`src/iusm_pkg.sv`:
```
package iusm_pkg;

    // ==========================================================
    // Register map (byte addresses on APB)
    localparam logic [11:0] OFS_SYSCTL = 12'h000;
    localparam logic [11:0] OFS_READBACK = 12'h004;
    localparam logic [11:0] OFS_STATUS = 12'h008;
    localparam logic [11:0] OFS_CONTROL = 12'h00C;
    localparam logic [11:0] OFS_JUMPER = 12'h010;

    // ==========================================================
    // System control command codes
    localparam logic [7:0] CMD_MASK = 8'h87;
    localparam logic [7:0] CODE_NOP = 8'h00;
    localparam logic [7:0] CODE_STARTUP_CLR = 8'h06;
    localparam logic [7:0] CODE_STARTUP_SET = 8'h07;
    localparam logic [7:0] CODE_FAULT_SET = 8'h82;
    localparam logic [7:0] CODE_FAULT_CLR = 8'h83;
    localparam logic [7:0] CODE_INHIBIT_CLR = 8'h84;
    localparam logic [7:0] CODE_FILTER_ON = 8'h85;
    localparam logic [7:0] CODE_FILTER_OFF = 8'h86;

    typedef enum {
        CMD_NONE,
        CMD_STARTUP_CLR,
        CMD_STARTUP_SET,
        CMD_FAULT_SET,
        CMD_FAULT_CLR,
        CMD_INHIBIT_CLR,
        CMD_FILTER_ON,
        CMD_FILTER_OFF
    } iusm_cmd_t;

    // ==========================================================
    // Status and control field positions
    localparam int ST_STARTUP = 0;
    localparam int ST_SW_FAULT = 1;
    localparam int ST_FILTER = 2;
    localparam int ST_PERM_INH = 3;
    localparam int ST_CLK_INH = 4;
    localparam int ST_CLK_LOST = 5;
    localparam int ST_SYNC_FAULT = 6;
    localparam int ST_BUS_CTRL = 7;
    localparam int ST_CLR_PEND = 8;
    localparam int CTL_BUS = 0;
    localparam int JMP_FILTER = 0;
    localparam int JMP_BUS_CTRL = 1;

    // ==========================================================
    // Reset values
    localparam logic STARTUP_RST = 1'b1;
    localparam logic [7:0] READBACK_RST = 8'h00;

    // ==========================================================
    // Timing
    localparam longint CLK_KHZ = 250000;
    localparam longint ACC_WD_MS = 3000;
    localparam longint STRETCH_MS = 200;
    localparam longint CLR_DELAY_US = 50;
    localparam longint EXT_CLK_WD_US = 1000;
    localparam longint PERM_ALARM_MS = 100;
    localparam longint FILTER_NS = 1000;
    localparam longint ACC_WD_CYC = ACC_WD_MS * CLK_KHZ;
    localparam longint STRETCH_CYC = STRETCH_MS * CLK_KHZ;
    localparam longint CLR_DELAY_CYC = (CLR_DELAY_US * CLK_KHZ + 999) / 1000;
    localparam longint EXT_CLK_WD_CYC = EXT_CLK_WD_US * CLK_KHZ / 1000;
    localparam longint PERM_ALARM_CYC = PERM_ALARM_MS * CLK_KHZ;
    localparam longint FILTER_CYC = (FILTER_NS * CLK_KHZ + 999999) / 1000000;

endpackage

```
`src/iusm_timer.sv`:
```
`timescale 1ns/1ps
module iusm_timer
    import iusm_pkg::*;
#(
    parameter int W = 32
) (
    // Clock and reset
    input wire logic clk,
    input wire logic rst,
    // Control
    input wire logic start,
    input wire logic run,
    input wire logic [W-1:0] load,
    // Status
    output logic busy,
    output logic done
);

    logic [W-1:0] cnt;

    // ==========================================================
    // Down counter
    always_ff @(posedge clk) begin
        if (rst) begin
            cnt <= '0;
            done <= 1'b0;
        end else if (start) begin
            cnt <= load;
            done <= 1'b0;
        end else if (run && cnt != '0) begin
            cnt <= cnt - 1'b1;
            done <= (cnt == {{(W-1){1'b0}}, 1'b1});
        end else begin
            done <= 1'b0;
        end
    end

    assign busy = (cnt != '0);

endmodule

```
`src/iusm_top.sv`:
```
// Functional notes
// Decode ignores bits 6..3.
// Read-back holds last control byte.
// Zero does nothing.
// Code 6 clears start-up flag, 7 sets it.
// Start-up flag set after reset.
// Watchdog idle while start-up flag set.
// Code 130 sets software fault.
// Code 131 clears fault flops only.
// Software fault clear delayed 50 to 100 us.
// Code 132 clears all inhibitions.
// Pending permanent alarm passes once, then re-inhibited.
// Code 133 filter on, 134 off.
// Filter enable after start-up from jumper.
// Watchdog resets controller after about 3 s.
// Non-jumper or owned module access restarts watchdog.
// Host accesses cyclically.
// Watchdog reset lasts at least 200 ms.
// Sync fault only in synchronous mode.
// Lost external clock inhibits; lost internal resets.
// Fault indicator on supply, fuse, channel or common fault.
// Good field and alarm supplies: faults drive both outputs.
// Control-active shows bus ownership; jumper reset, software set.
// Without bus control the bus is disabled.
// Unknown codes only update read-back.
//
// The APB register port and the register offsets were chosen for this implementation.
`timescale 1ns/1ps
module iusm_top
    import iusm_pkg::*;
#(
    parameter longint ACC_WD_CYCLES = ACC_WD_CYC,
    parameter longint STRETCH_CYCLES = STRETCH_CYC,
    parameter longint CLR_DELAY_CYCLES = CLR_DELAY_CYC,
    parameter longint PERM_ALARM_CYCLES = PERM_ALARM_CYC
) (
    // Clock and reset
    input wire logic CLOCK,
    input wire logic RST,
    // APB slave
    input wire logic PSEL,
    input wire logic PENABLE,
    input wire logic PWRITE,
    input wire logic [11:0] PADDR,
    input wire logic [31:0] PWDATA,
    output logic [31:0] PRDATA,
    output logic PREADY,
    output logic PSLVERR,
    // Straps
    input wire logic JUMPER_FILTER,
    input wire logic JUMPER_BUS_CTRL,
    // Monitored conditions
    input wire logic BUS_SUPPLY_OK,
    input wire logic FIELD_SUPPLY_OK,
    input wire logic ALARM_SUPPLY_OK,
    input wire logic MODULE_FUSE_PRESENT,
    input wire logic SINGLE_CHANNEL_FAULT,
    input wire logic SYNC_MODE,
    input wire logic SYNC_COMPARE_ERROR,
    input wire logic EXTERNAL_CYCLE_CLOCK,
    input wire logic INTERNAL_CLOCK_OK,
    input wire logic CABINET_BLINK_CLOCK,
    // Extension bus side
    input wire logic IO_MODULE_ACCESS,
    input wire logic PROCESS_ALARM_INTERRUPT_IN,
    output logic PROCESS_ALARM_INTERRUPT_OUT,
    output logic EXTENSION_IO_BUS_ENABLE,
    // Indications
    output logic FAULT_INDICATOR,
    output logic STATIC_FAULT_OUTPUT,
    output logic DYNAMIC_FAULT_OUTPUT,
    output logic REDUNDANT_FAULT_SIGNAL,
    output logic CONTROL_ACTIVE_INDICATOR,
    output logic CONTROLLER_RESET
);

    // ==========================================================
    // Helpers
    function automatic iusm_cmd_t decode_cmd(input logic [7:0] data);
        logic [7:0] code;
        code = data & CMD_MASK;
        case (code)
            CODE_STARTUP_CLR: decode_cmd = CMD_STARTUP_CLR;
            CODE_STARTUP_SET: decode_cmd = CMD_STARTUP_SET;
            CODE_FAULT_SET: decode_cmd = CMD_FAULT_SET;
            CODE_FAULT_CLR: decode_cmd = CMD_FAULT_CLR;
            CODE_INHIBIT_CLR: decode_cmd = CMD_INHIBIT_CLR;
            CODE_FILTER_ON: decode_cmd = CMD_FILTER_ON;
            CODE_FILTER_OFF: decode_cmd = CMD_FILTER_OFF;
            default: decode_cmd = CMD_NONE;
        endcase
    endfunction

    function automatic logic is_mapped(input logic [11:0] addr);
        is_mapped = (addr == OFS_SYSCTL) || (addr == OFS_READBACK) ||
                    (addr == OFS_STATUS) || (addr == OFS_CONTROL) ||
                    (addr == OFS_JUMPER);
    endfunction

    // ==========================================================
    // Declarations
    iusm_cmd_t cmd;
    logic [31:0] rd_mux;
    logic [7:0] readback;
    logic core_rst, apb_done, apb_wr, wr_sys, wr_ctl, acc_restart, startup_flag, sw_fault;
    logic clr_pending, filter_en, perm_inh, clk_inh, clk_lost, sync_fault, bus_ctrl, pass_once;
    logic alarm_q, alarm_filt, alarm_eff, ext_clk_q, ext_armed, fault_any, acc_wd_done;

    assign core_rst = RST | CONTROLLER_RESET;

    // ==========================================================
    // APB slave, one wait state
    assign apb_done = PSEL & PENABLE & PREADY;
    assign apb_wr = apb_done & PWRITE & ~PSLVERR;
    assign wr_sys = apb_wr & (PADDR == OFS_SYSCTL);
    assign wr_ctl = apb_wr & (PADDR == OFS_CONTROL);
    assign cmd = wr_sys ? decode_cmd(PWDATA[7:0]) : CMD_NONE;

    always_comb begin
        rd_mux = 32'h0000_0000;
        case (PADDR)
            OFS_READBACK: rd_mux[7:0] = readback;
            OFS_STATUS: begin
                rd_mux[ST_STARTUP] = startup_flag;
                rd_mux[ST_SW_FAULT] = sw_fault;
                rd_mux[ST_FILTER] = filter_en;
                rd_mux[ST_PERM_INH] = perm_inh;
                rd_mux[ST_CLK_INH] = clk_inh;
                rd_mux[ST_CLK_LOST] = clk_lost;
                rd_mux[ST_SYNC_FAULT] = sync_fault;
                rd_mux[ST_BUS_CTRL] = bus_ctrl;
                rd_mux[ST_CLR_PEND] = clr_pending;
            end
            OFS_CONTROL: rd_mux[CTL_BUS] = bus_ctrl;
            OFS_JUMPER: begin
                rd_mux[JMP_FILTER] = JUMPER_FILTER;
                rd_mux[JMP_BUS_CTRL] = JUMPER_BUS_CTRL;
            end
            default: rd_mux = 32'h0000_0000;
        endcase
    end

    always_ff @(posedge CLOCK) begin
        if (RST) begin
            PREADY <= 1'b0;
            PSLVERR <= 1'b0;
            PRDATA <= 32'h0000_0000;
        end else begin
            PREADY <= PSEL & PENABLE & ~PREADY;
            if (PSEL && PENABLE && !PREADY) begin
                PSLVERR <= ~is_mapped(PADDR);
                PRDATA <= PWRITE ? 32'h0000_0000 : rd_mux;
            end else begin
                PSLVERR <= 1'b0;
            end
        end
    end

    // ==========================================================
    // Read-back latch
    always_ff @(posedge CLOCK) begin
        if (core_rst) begin
            readback <= READBACK_RST;
        end else if (wr_sys || wr_ctl) begin
            readback <= PWDATA[7:0];
        end
    end

    // ==========================================================
    // Start-up flag
    always_ff @(posedge CLOCK) begin
        if (core_rst) begin
            startup_flag <= STARTUP_RST;
        end else if (cmd == CMD_STARTUP_CLR) begin
            startup_flag <= 1'b0;
        end else if (cmd == CMD_STARTUP_SET) begin
            startup_flag <= 1'b1;
        end
    end

    // ==========================================================
    // Access watchdog and stretched controller reset
    assign acc_restart = (apb_done & ~PSLVERR & (PADDR != OFS_JUMPER)) |
                         (IO_MODULE_ACCESS & bus_ctrl);
    logic stretch_busy, clr_done, ext_wd_done, perm_done, filt_done;

    iusm_timer #(.W(32)) u_acc_wd (.clk(CLOCK), .rst(core_rst),
        .start(acc_restart | startup_flag), .run(~startup_flag),
        .load(ACC_WD_CYCLES[31:0]), .busy(), .done(acc_wd_done));

    iusm_timer #(.W(32)) u_stretch (.clk(CLOCK), .rst(RST),
        .start(acc_wd_done | ~INTERNAL_CLOCK_OK), .run(1'b1),
        .load(STRETCH_CYCLES[31:0]), .busy(stretch_busy), .done());

    always_ff @(posedge CLOCK) begin
        if (RST) begin
            CONTROLLER_RESET <= 1'b0;
        end else begin
            CONTROLLER_RESET <= stretch_busy | acc_wd_done | ~INTERNAL_CLOCK_OK;
        end
    end

    // ==========================================================
    // Software common fault with delayed clear
    iusm_timer #(.W(32)) u_clr_dly (.clk(CLOCK), .rst(core_rst | (cmd == CMD_FAULT_SET)),
        .start(cmd == CMD_FAULT_CLR), .run(1'b1),
        .load(CLR_DELAY_CYCLES[31:0]), .busy(clr_pending), .done(clr_done));

    always_ff @(posedge CLOCK) begin
        if (core_rst) begin
            sw_fault <= 1'b0;
        end else if (cmd == CMD_FAULT_SET) begin
            sw_fault <= 1'b1;
        end else if (clr_done) begin
            sw_fault <= 1'b0;
        end
    end

    // ==========================================================
    // Monitoring fault flops
    always_ff @(posedge CLOCK) begin
        if (core_rst) begin
            sync_fault <= 1'b0;
        end else if (SYNC_MODE && SYNC_COMPARE_ERROR) begin
            sync_fault <= 1'b1;
        end else if (cmd == CMD_FAULT_CLR) begin
            sync_fault <= 1'b0;
        end
    end

    always_ff @(posedge CLOCK) begin
        if (core_rst) begin
            ext_clk_q <= 1'b0;
            ext_armed <= 1'b0;
        end else begin
            ext_clk_q <= EXTERNAL_CYCLE_CLOCK;
            ext_armed <= 1'b1;
        end
    end

    iusm_timer #(.W(32)) u_ext_wd (.clk(CLOCK), .rst(core_rst),
        .start((EXTERNAL_CYCLE_CLOCK & ~ext_clk_q) | ~ext_armed), .run(1'b1),
        .load(EXT_CLK_WD_CYC[31:0]), .busy(), .done(ext_wd_done));

    always_ff @(posedge CLOCK) begin
        if (core_rst) begin
            clk_lost <= 1'b0;
        end else if (ext_wd_done) begin
            clk_lost <= 1'b1;
        end else if (cmd == CMD_FAULT_CLR) begin
            clk_lost <= 1'b0;
        end
    end

    // ==========================================================
    // Alarm filter
    always_ff @(posedge CLOCK) begin
        if (core_rst) begin
            filter_en <= 1'b0;
        end else if (!ext_armed) begin
            filter_en <= JUMPER_FILTER;
        end else if (cmd == CMD_FILTER_ON) begin
            filter_en <= 1'b1;
        end else if (cmd == CMD_FILTER_OFF) begin
            filter_en <= 1'b0;
        end
    end

    iusm_timer #(.W(32)) u_filt (.clk(CLOCK), .rst(core_rst),
        .start(PROCESS_ALARM_INTERRUPT_IN != alarm_q), .run(1'b1),
        .load(FILTER_CYC[31:0]), .busy(), .done(filt_done));

    always_ff @(posedge CLOCK) begin
        if (core_rst) begin
            alarm_q <= 1'b0;
            alarm_filt <= 1'b0;
        end else begin
            alarm_q <= PROCESS_ALARM_INTERRUPT_IN;
            if (filt_done) begin
                alarm_filt <= alarm_q;
            end
        end
    end

    assign alarm_eff = filter_en ? alarm_filt : alarm_q;

    // ==========================================================
    // Alarm inhibitions
    iusm_timer #(.W(32)) u_perm (.clk(CLOCK), .rst(core_rst),
        .start(~alarm_eff), .run(1'b1),
        .load(PERM_ALARM_CYCLES[31:0]), .busy(), .done(perm_done));

    always_ff @(posedge CLOCK) begin
        if (core_rst) begin
            perm_inh <= 1'b0;
            pass_once <= 1'b0;
        end else if (cmd == CMD_INHIBIT_CLR) begin
            perm_inh <= perm_done;
            pass_once <= perm_inh & alarm_eff;
        end else begin
            pass_once <= 1'b0;
            if (perm_done || (pass_once && alarm_eff)) begin
                perm_inh <= 1'b1;
            end
        end
    end

    always_ff @(posedge CLOCK) begin
        if (core_rst) begin
            clk_inh <= 1'b0;
        end else if (ext_wd_done) begin
            clk_inh <= 1'b1;
        end else if (cmd == CMD_INHIBIT_CLR) begin
            clk_inh <= 1'b0;
        end
    end

    always_ff @(posedge CLOCK) begin
        if (core_rst) begin
            PROCESS_ALARM_INTERRUPT_OUT <= 1'b0;
        end else begin
            PROCESS_ALARM_INTERRUPT_OUT <= alarm_eff & ~perm_inh & ~clk_inh & bus_ctrl;
        end
    end

    // ==========================================================
    // Bus control
    always_ff @(posedge CLOCK) begin
        if (core_rst) begin
            bus_ctrl <= 1'b0;
        end else if (!ext_armed) begin
            bus_ctrl <= JUMPER_BUS_CTRL;
        end else if (wr_ctl) begin
            bus_ctrl <= PWDATA[CTL_BUS];
        end
    end

    always_ff @(posedge CLOCK) begin
        if (core_rst) begin
            CONTROL_ACTIVE_INDICATOR <= 1'b0;
            EXTENSION_IO_BUS_ENABLE <= 1'b0;
        end else begin
            CONTROL_ACTIVE_INDICATOR <= bus_ctrl;
            EXTENSION_IO_BUS_ENABLE <= bus_ctrl;
        end
    end

    // ==========================================================
    // Fault indications
    assign fault_any = ~BUS_SUPPLY_OK | ~FIELD_SUPPLY_OK | ~MODULE_FUSE_PRESENT |
                       SINGLE_CHANNEL_FAULT | sw_fault | sync_fault;

    always_ff @(posedge CLOCK) begin
        if (RST) begin
            FAULT_INDICATOR <= 1'b0;
            STATIC_FAULT_OUTPUT <= 1'b0;
            DYNAMIC_FAULT_OUTPUT <= 1'b0;
            REDUNDANT_FAULT_SIGNAL <= 1'b0;
        end else begin
            FAULT_INDICATOR <= fault_any & CABINET_BLINK_CLOCK;
            STATIC_FAULT_OUTPUT <= fault_any & FIELD_SUPPLY_OK & ALARM_SUPPLY_OK;
            DYNAMIC_FAULT_OUTPUT <= fault_any & FIELD_SUPPLY_OK & ALARM_SUPPLY_OK &
                                    CABINET_BLINK_CLOCK;
            REDUNDANT_FAULT_SIGNAL <= sync_fault & SYNC_MODE;
        end
    end

endmodule

```
`config.mk`:
```
export PLATFORM = sky130hd
export DESIGN_NAME = iusm_top
export DESIGN_NICKNAME = d
export VERILOG_FILES = /design/src/iusm_pkg.sv /design/src/iusm_timer.sv /design/src/iusm_top.sv
export SDC_FILE = /design/constraint.sdc
export NUM_CORES = 1
export LEC_CHECK = 0
export BUFFER_PORTS_ARGS = -buffer_cell sky130_fd_sc_hd__buf_2
export CAP_MARGIN = 10
export CELL_PAD_IN_SITES_DETAIL_PLACEMENT = 1
export CELL_PAD_IN_SITES_GLOBAL_PLACEMENT = 1
export CORE_MARGIN = 1
export CORE_UTILIZATION = 45
export DETAILED_ROUTE_END_ITERATION = 10
export PLACE_DENSITY = 0.77
export SYNTH_ARGS = -nofsm -noshare
export SYNTH_HDL_FRONTEND = slang
export SYNTH_SLANG_ARGS = --single-unit
```
`constraint.sdc`:
```
create_clock -name CLOCK -period 3.4 [get_ports CLOCK]
set_input_delay 0.17 -clock CLOCK [delete_from_list [all_inputs] [get_ports CLOCK]]
set_output_delay 0.17 -clock CLOCK [all_outputs]
set_load 0.02 [all_outputs]
```
==> metrics.md <==
| Metric | Value |
|---|---|
| DRT iter0 DRCs | 329 |
| Worst-case reg-to-reg path depth | 6 |
| Largest buffer count on any clock path | 3 |
| Register area share after synthesis | 43.4% |
| Peak supply drop | 345 uV |
| Final min period | 2.90 ns |
| Post-synth EDFFs | 0 |
| Largest net degree at the start of global routing | 53 |
| Cells after Synth | 1,262 |
| H-tree depth | 1 |
| TritonCTS clock tree | done |
| Pwr Total | 7.81 mW |
| Uppermost routed layer | met4 |
| Final number of hold-violating endpoints | 0 |
| Status | completed |
| RD Place Congestion | 0.782 |
| CP Capture Type | register |
| Gr usage total | 22.7% |
| Top-area cell type share of the netlist area | 43.4% |
| Root buffer cell | clkbuf_16 |
| Row cnt | 56 |
| Async S/R FF share, synth | 0% |
| Yosys top cell by area | dfxtp_1 |
| Worst rel slew slack | 35.0% |
| Crit Path Class | register to register |
| Max incr delay on CP | 0.76 ns |
| Layout Cell Area excl Fill | 12,500 um^2 |
| I/O Buffers | 57 |
| DRC Markers | 0 |
| CP delay by family, top | simple AND/OR/NAND/NOR gates |
| Worst Skew | 0.0161 ns |
| Antenna cells | 0 |
| Most frequent CP cell | or4_1 |
| PD cells | 627 nW/um^2 |
| YS warnings | 0 |
| Final wirelength | 27,500 um |
| Slowest CP cell | or4_1 |
| Routed Antenna Nets | 0 |
| Number of vias per cell | 5.47 |
| Clock-pin slew on the worst setup and hold paths | 0.05 ns |
| 1st-pass router iterations | 4 |
| Leak pwr | 4.69 nW |
| Period utilization | 85.3% |
| DR WL met3 | 787 um |
| Ys flop type | dfxtp_1 |
| Clk_lat worst skew | 0.53 ns |
| Worst-Margin Slew | 0.972 ns |
| CP Cell Sequence | or4_1 -> or4_1 -> or4_1 -> nand3_1 -> xor2_1 -> nor2_1 |
| Global-route wire length before repair | 46,000 um |
| Crit path max fanout | 12 |
| Drt wl/cell | 16.4 um |
| IO Count | 105 |
| Share of layout cells above drive strength 1 | 10.3% |
| Arr. time, crit path | 3.29 ns |
| Hold Crit Depth | 3 |
| Required time of the worst setup path | 3.79 ns |
| RSZ-0062 raised after global routing | no |
| Vias in the first global route | 9,450 |
| Slew Limit Fails | 0 |
| DP Area | 11,500 um^2 |
| Critical Path Stages | 6 |
| CP Launch Type | register |
| HP Class | input pin to register |
| Total gr overflow | 0 |
| Die Area | 24,800 um^2 |
| Via count | 9,174 |
| Postcts setup bufs | 0 |
| Unique masters post-synth | 59 |
| Core area | 23,600 um^2 |
| Resize count post-CTS | 0 |
| Initial antenna violation count | 0 |
| WP buf/inv | 0 |
| Met2 wire len | 13,700 um |
| Area growth syn-to-layout | 14.4% |
| CTS sink count | 236 |
| Post-synthesis register bit count | 236 |
| CTS Hold Bufs | 14 |
| Cell Area, Synth | 10,900 um^2 |
| M1 wire length | 12,500 um |
| DP HPWL | 18,700 um |
| Setup TNS | 0 ns |
| # Max-Cap Violations | 0 |
| Mean post-synth cell area | 8.63 um^2 |
| Initial Utilization | 46.1% |
| CTS buffer count | 27 |
| Final setup viols | 0 |
| Die Wd | 158 um |
| Die Span Y | 158 um |
| Final net count | 1,422 |
| Achievable frequency | 345 MHz |
| # fillers | 2,810 |
| Top cells by area, synth | dfxtp_1, xnor2_1, nor2_1, xor2_1, nor4_1 |
path summary, 6_finish.rpt:
check | start | slack (ns) | to
hold reg to reg | clk_lost | 0.46 | PRDATA[5]
setup / recovery | u_perm.cnt[20] | 0.50 | u_perm.cnt[4]
hold / removal | PWDATA[2] | 0.02 | readback[2]
setup reg to reg | u_perm.cnt[20] | 0.50 | u_perm.cnt[4]
final cells by class:
cell class                      instances  area (um^2)  area share (%)
Clock buffer                           39          751            6.03
Inverter                               22         82.6           0.663
Clock inverter                          4         45.0           0.362
Sequential cell                       236         4720            37.9
Multi-Input combinational cell        958         5820            46.7
Timing Repair Buffer                   99          636            5.10
Tap cell                              319          399            3.20
registers in the layout, summed over array words and instances (netlist names), 8 cells and up:
name / count
u_clr_dly.cnt: 32
PRDATA: 9
readback: 8
u_perm.cnt: 32
u_acc_wd.cnt: 32
u_ext_wd.cnt: 32
u_filt.cnt: 32
u_stretch.cnt: 32
metrics by stage:
step / setup slack [ns] / utilization, % / cells / hold WS (ns)
final: 0.499 / 52.8 / 1677 / 0.0214
after floorplan: 0.770 / - / 1284 / 0.292
after detailed placement: 0.533 / 48.8 / 1620 / 0.398
after global routing: 0.379 / 52.8 / 1677 / 0.0216
after global placement: 0.582 / 48.8 / 1620 / 0.388
after CTS: 0.484 / 52.8 / 1677 / 0.00464
cell usage after synthesis (3+ instances only):
cell        n
nand2b_1   16
nor2b_1     8
o31ai_1     5
clkbuf_1   40
mux2_2      3
nand3_1    40
dfxtp_1   236
ha_1       15
or4_1      23
nor3b_1     3
or3_1      31
and3_1      4
xnor2_1   100
buf_2       4
inv_1      21
nor4b_1    10
nand3b_1   15
buf_4      24
or2_2       6
a22oi_1    10
nor2_1    191
o21ai_0    15
o41ai_1     3
o211ai_1    4
nor4_1     66
nand4b_1    8
nand2_1    65
a31oi_1    10
nor3_1     74
xor2_1     59
nand4_1     9
or3b_2      3
mux2i_1    13
a21oi_1    82
a211oi_1    8
and2_1     10
a21o_1      3
worst reg2reg max path: cells and delay by family, from the launching register on:
kind,cells,cell delay (ns)
XOR/XNOR,1,0.19
AND/OR/NAND/NOR,5,2.24
flip-flops,1,0.35
kinds of logic (layout without fill, tap and decap cells):
family          after synthesis  in the layout  share of synthesized area (%)
compound gates              151            151                           8.24
xor+xnor                    159            159                           12.8
fa+ha+maj                    15             15                           1.72
buf+inv                      90            164                           3.98
flops                       236            236                           43.4
mux                          16             16                           1.50
other cells                   1             23                         0.0344
simple gates                594            594                           28.4
per-layer routing:
layer,track usage [%],up-vias
met1,28.1,4458
met4,5.78,0
met3,2.75,34
met5,0,-
met2,41.3,110
li1,-,4572
report_power, final:
part | total (mW) | switching [mW] | internal [mW]
Sequential | 3.09 | 0.160 | 2.93
Clock | 2.68 | 1.10 | 1.58
Combinational | 2.05 | 1.22 | 0.827
cell usage in the layout, fill, tap and decap left out, types with 4 or more instances in the layout:
cell type / count
dfxtp_1: 236
nor2_1: 191
xnor2_1: 100
a21oi_1: 82
nor3_1: 74
nor4_1: 65
nand2_1: 65
xor2_1: 59
buf_2: 57
nand3_1: 40
or3_1: 31
buf_4: 28
clkbuf_16: 27
or4_1: 23
conb_1: 23
inv_1: 21
nand2b_1: 16
nand3b_1: 15
o21ai_0: 15
ha_1: 15
dlygate4sd3_1: 14
mux2i_1: 13
a31oi_1: 10
and2_1: 10
nor4b_1: 10
a22oi_1: 10
nand4_1: 9
clkbuf_1: 9
nor2b_1: 8
nand4b_1: 8
a211oi_1: 8
or2_2: 6
o31ai_1: 5
o211ai_1: 4
and3_1: 4
(Power assumes the default switching activity.)
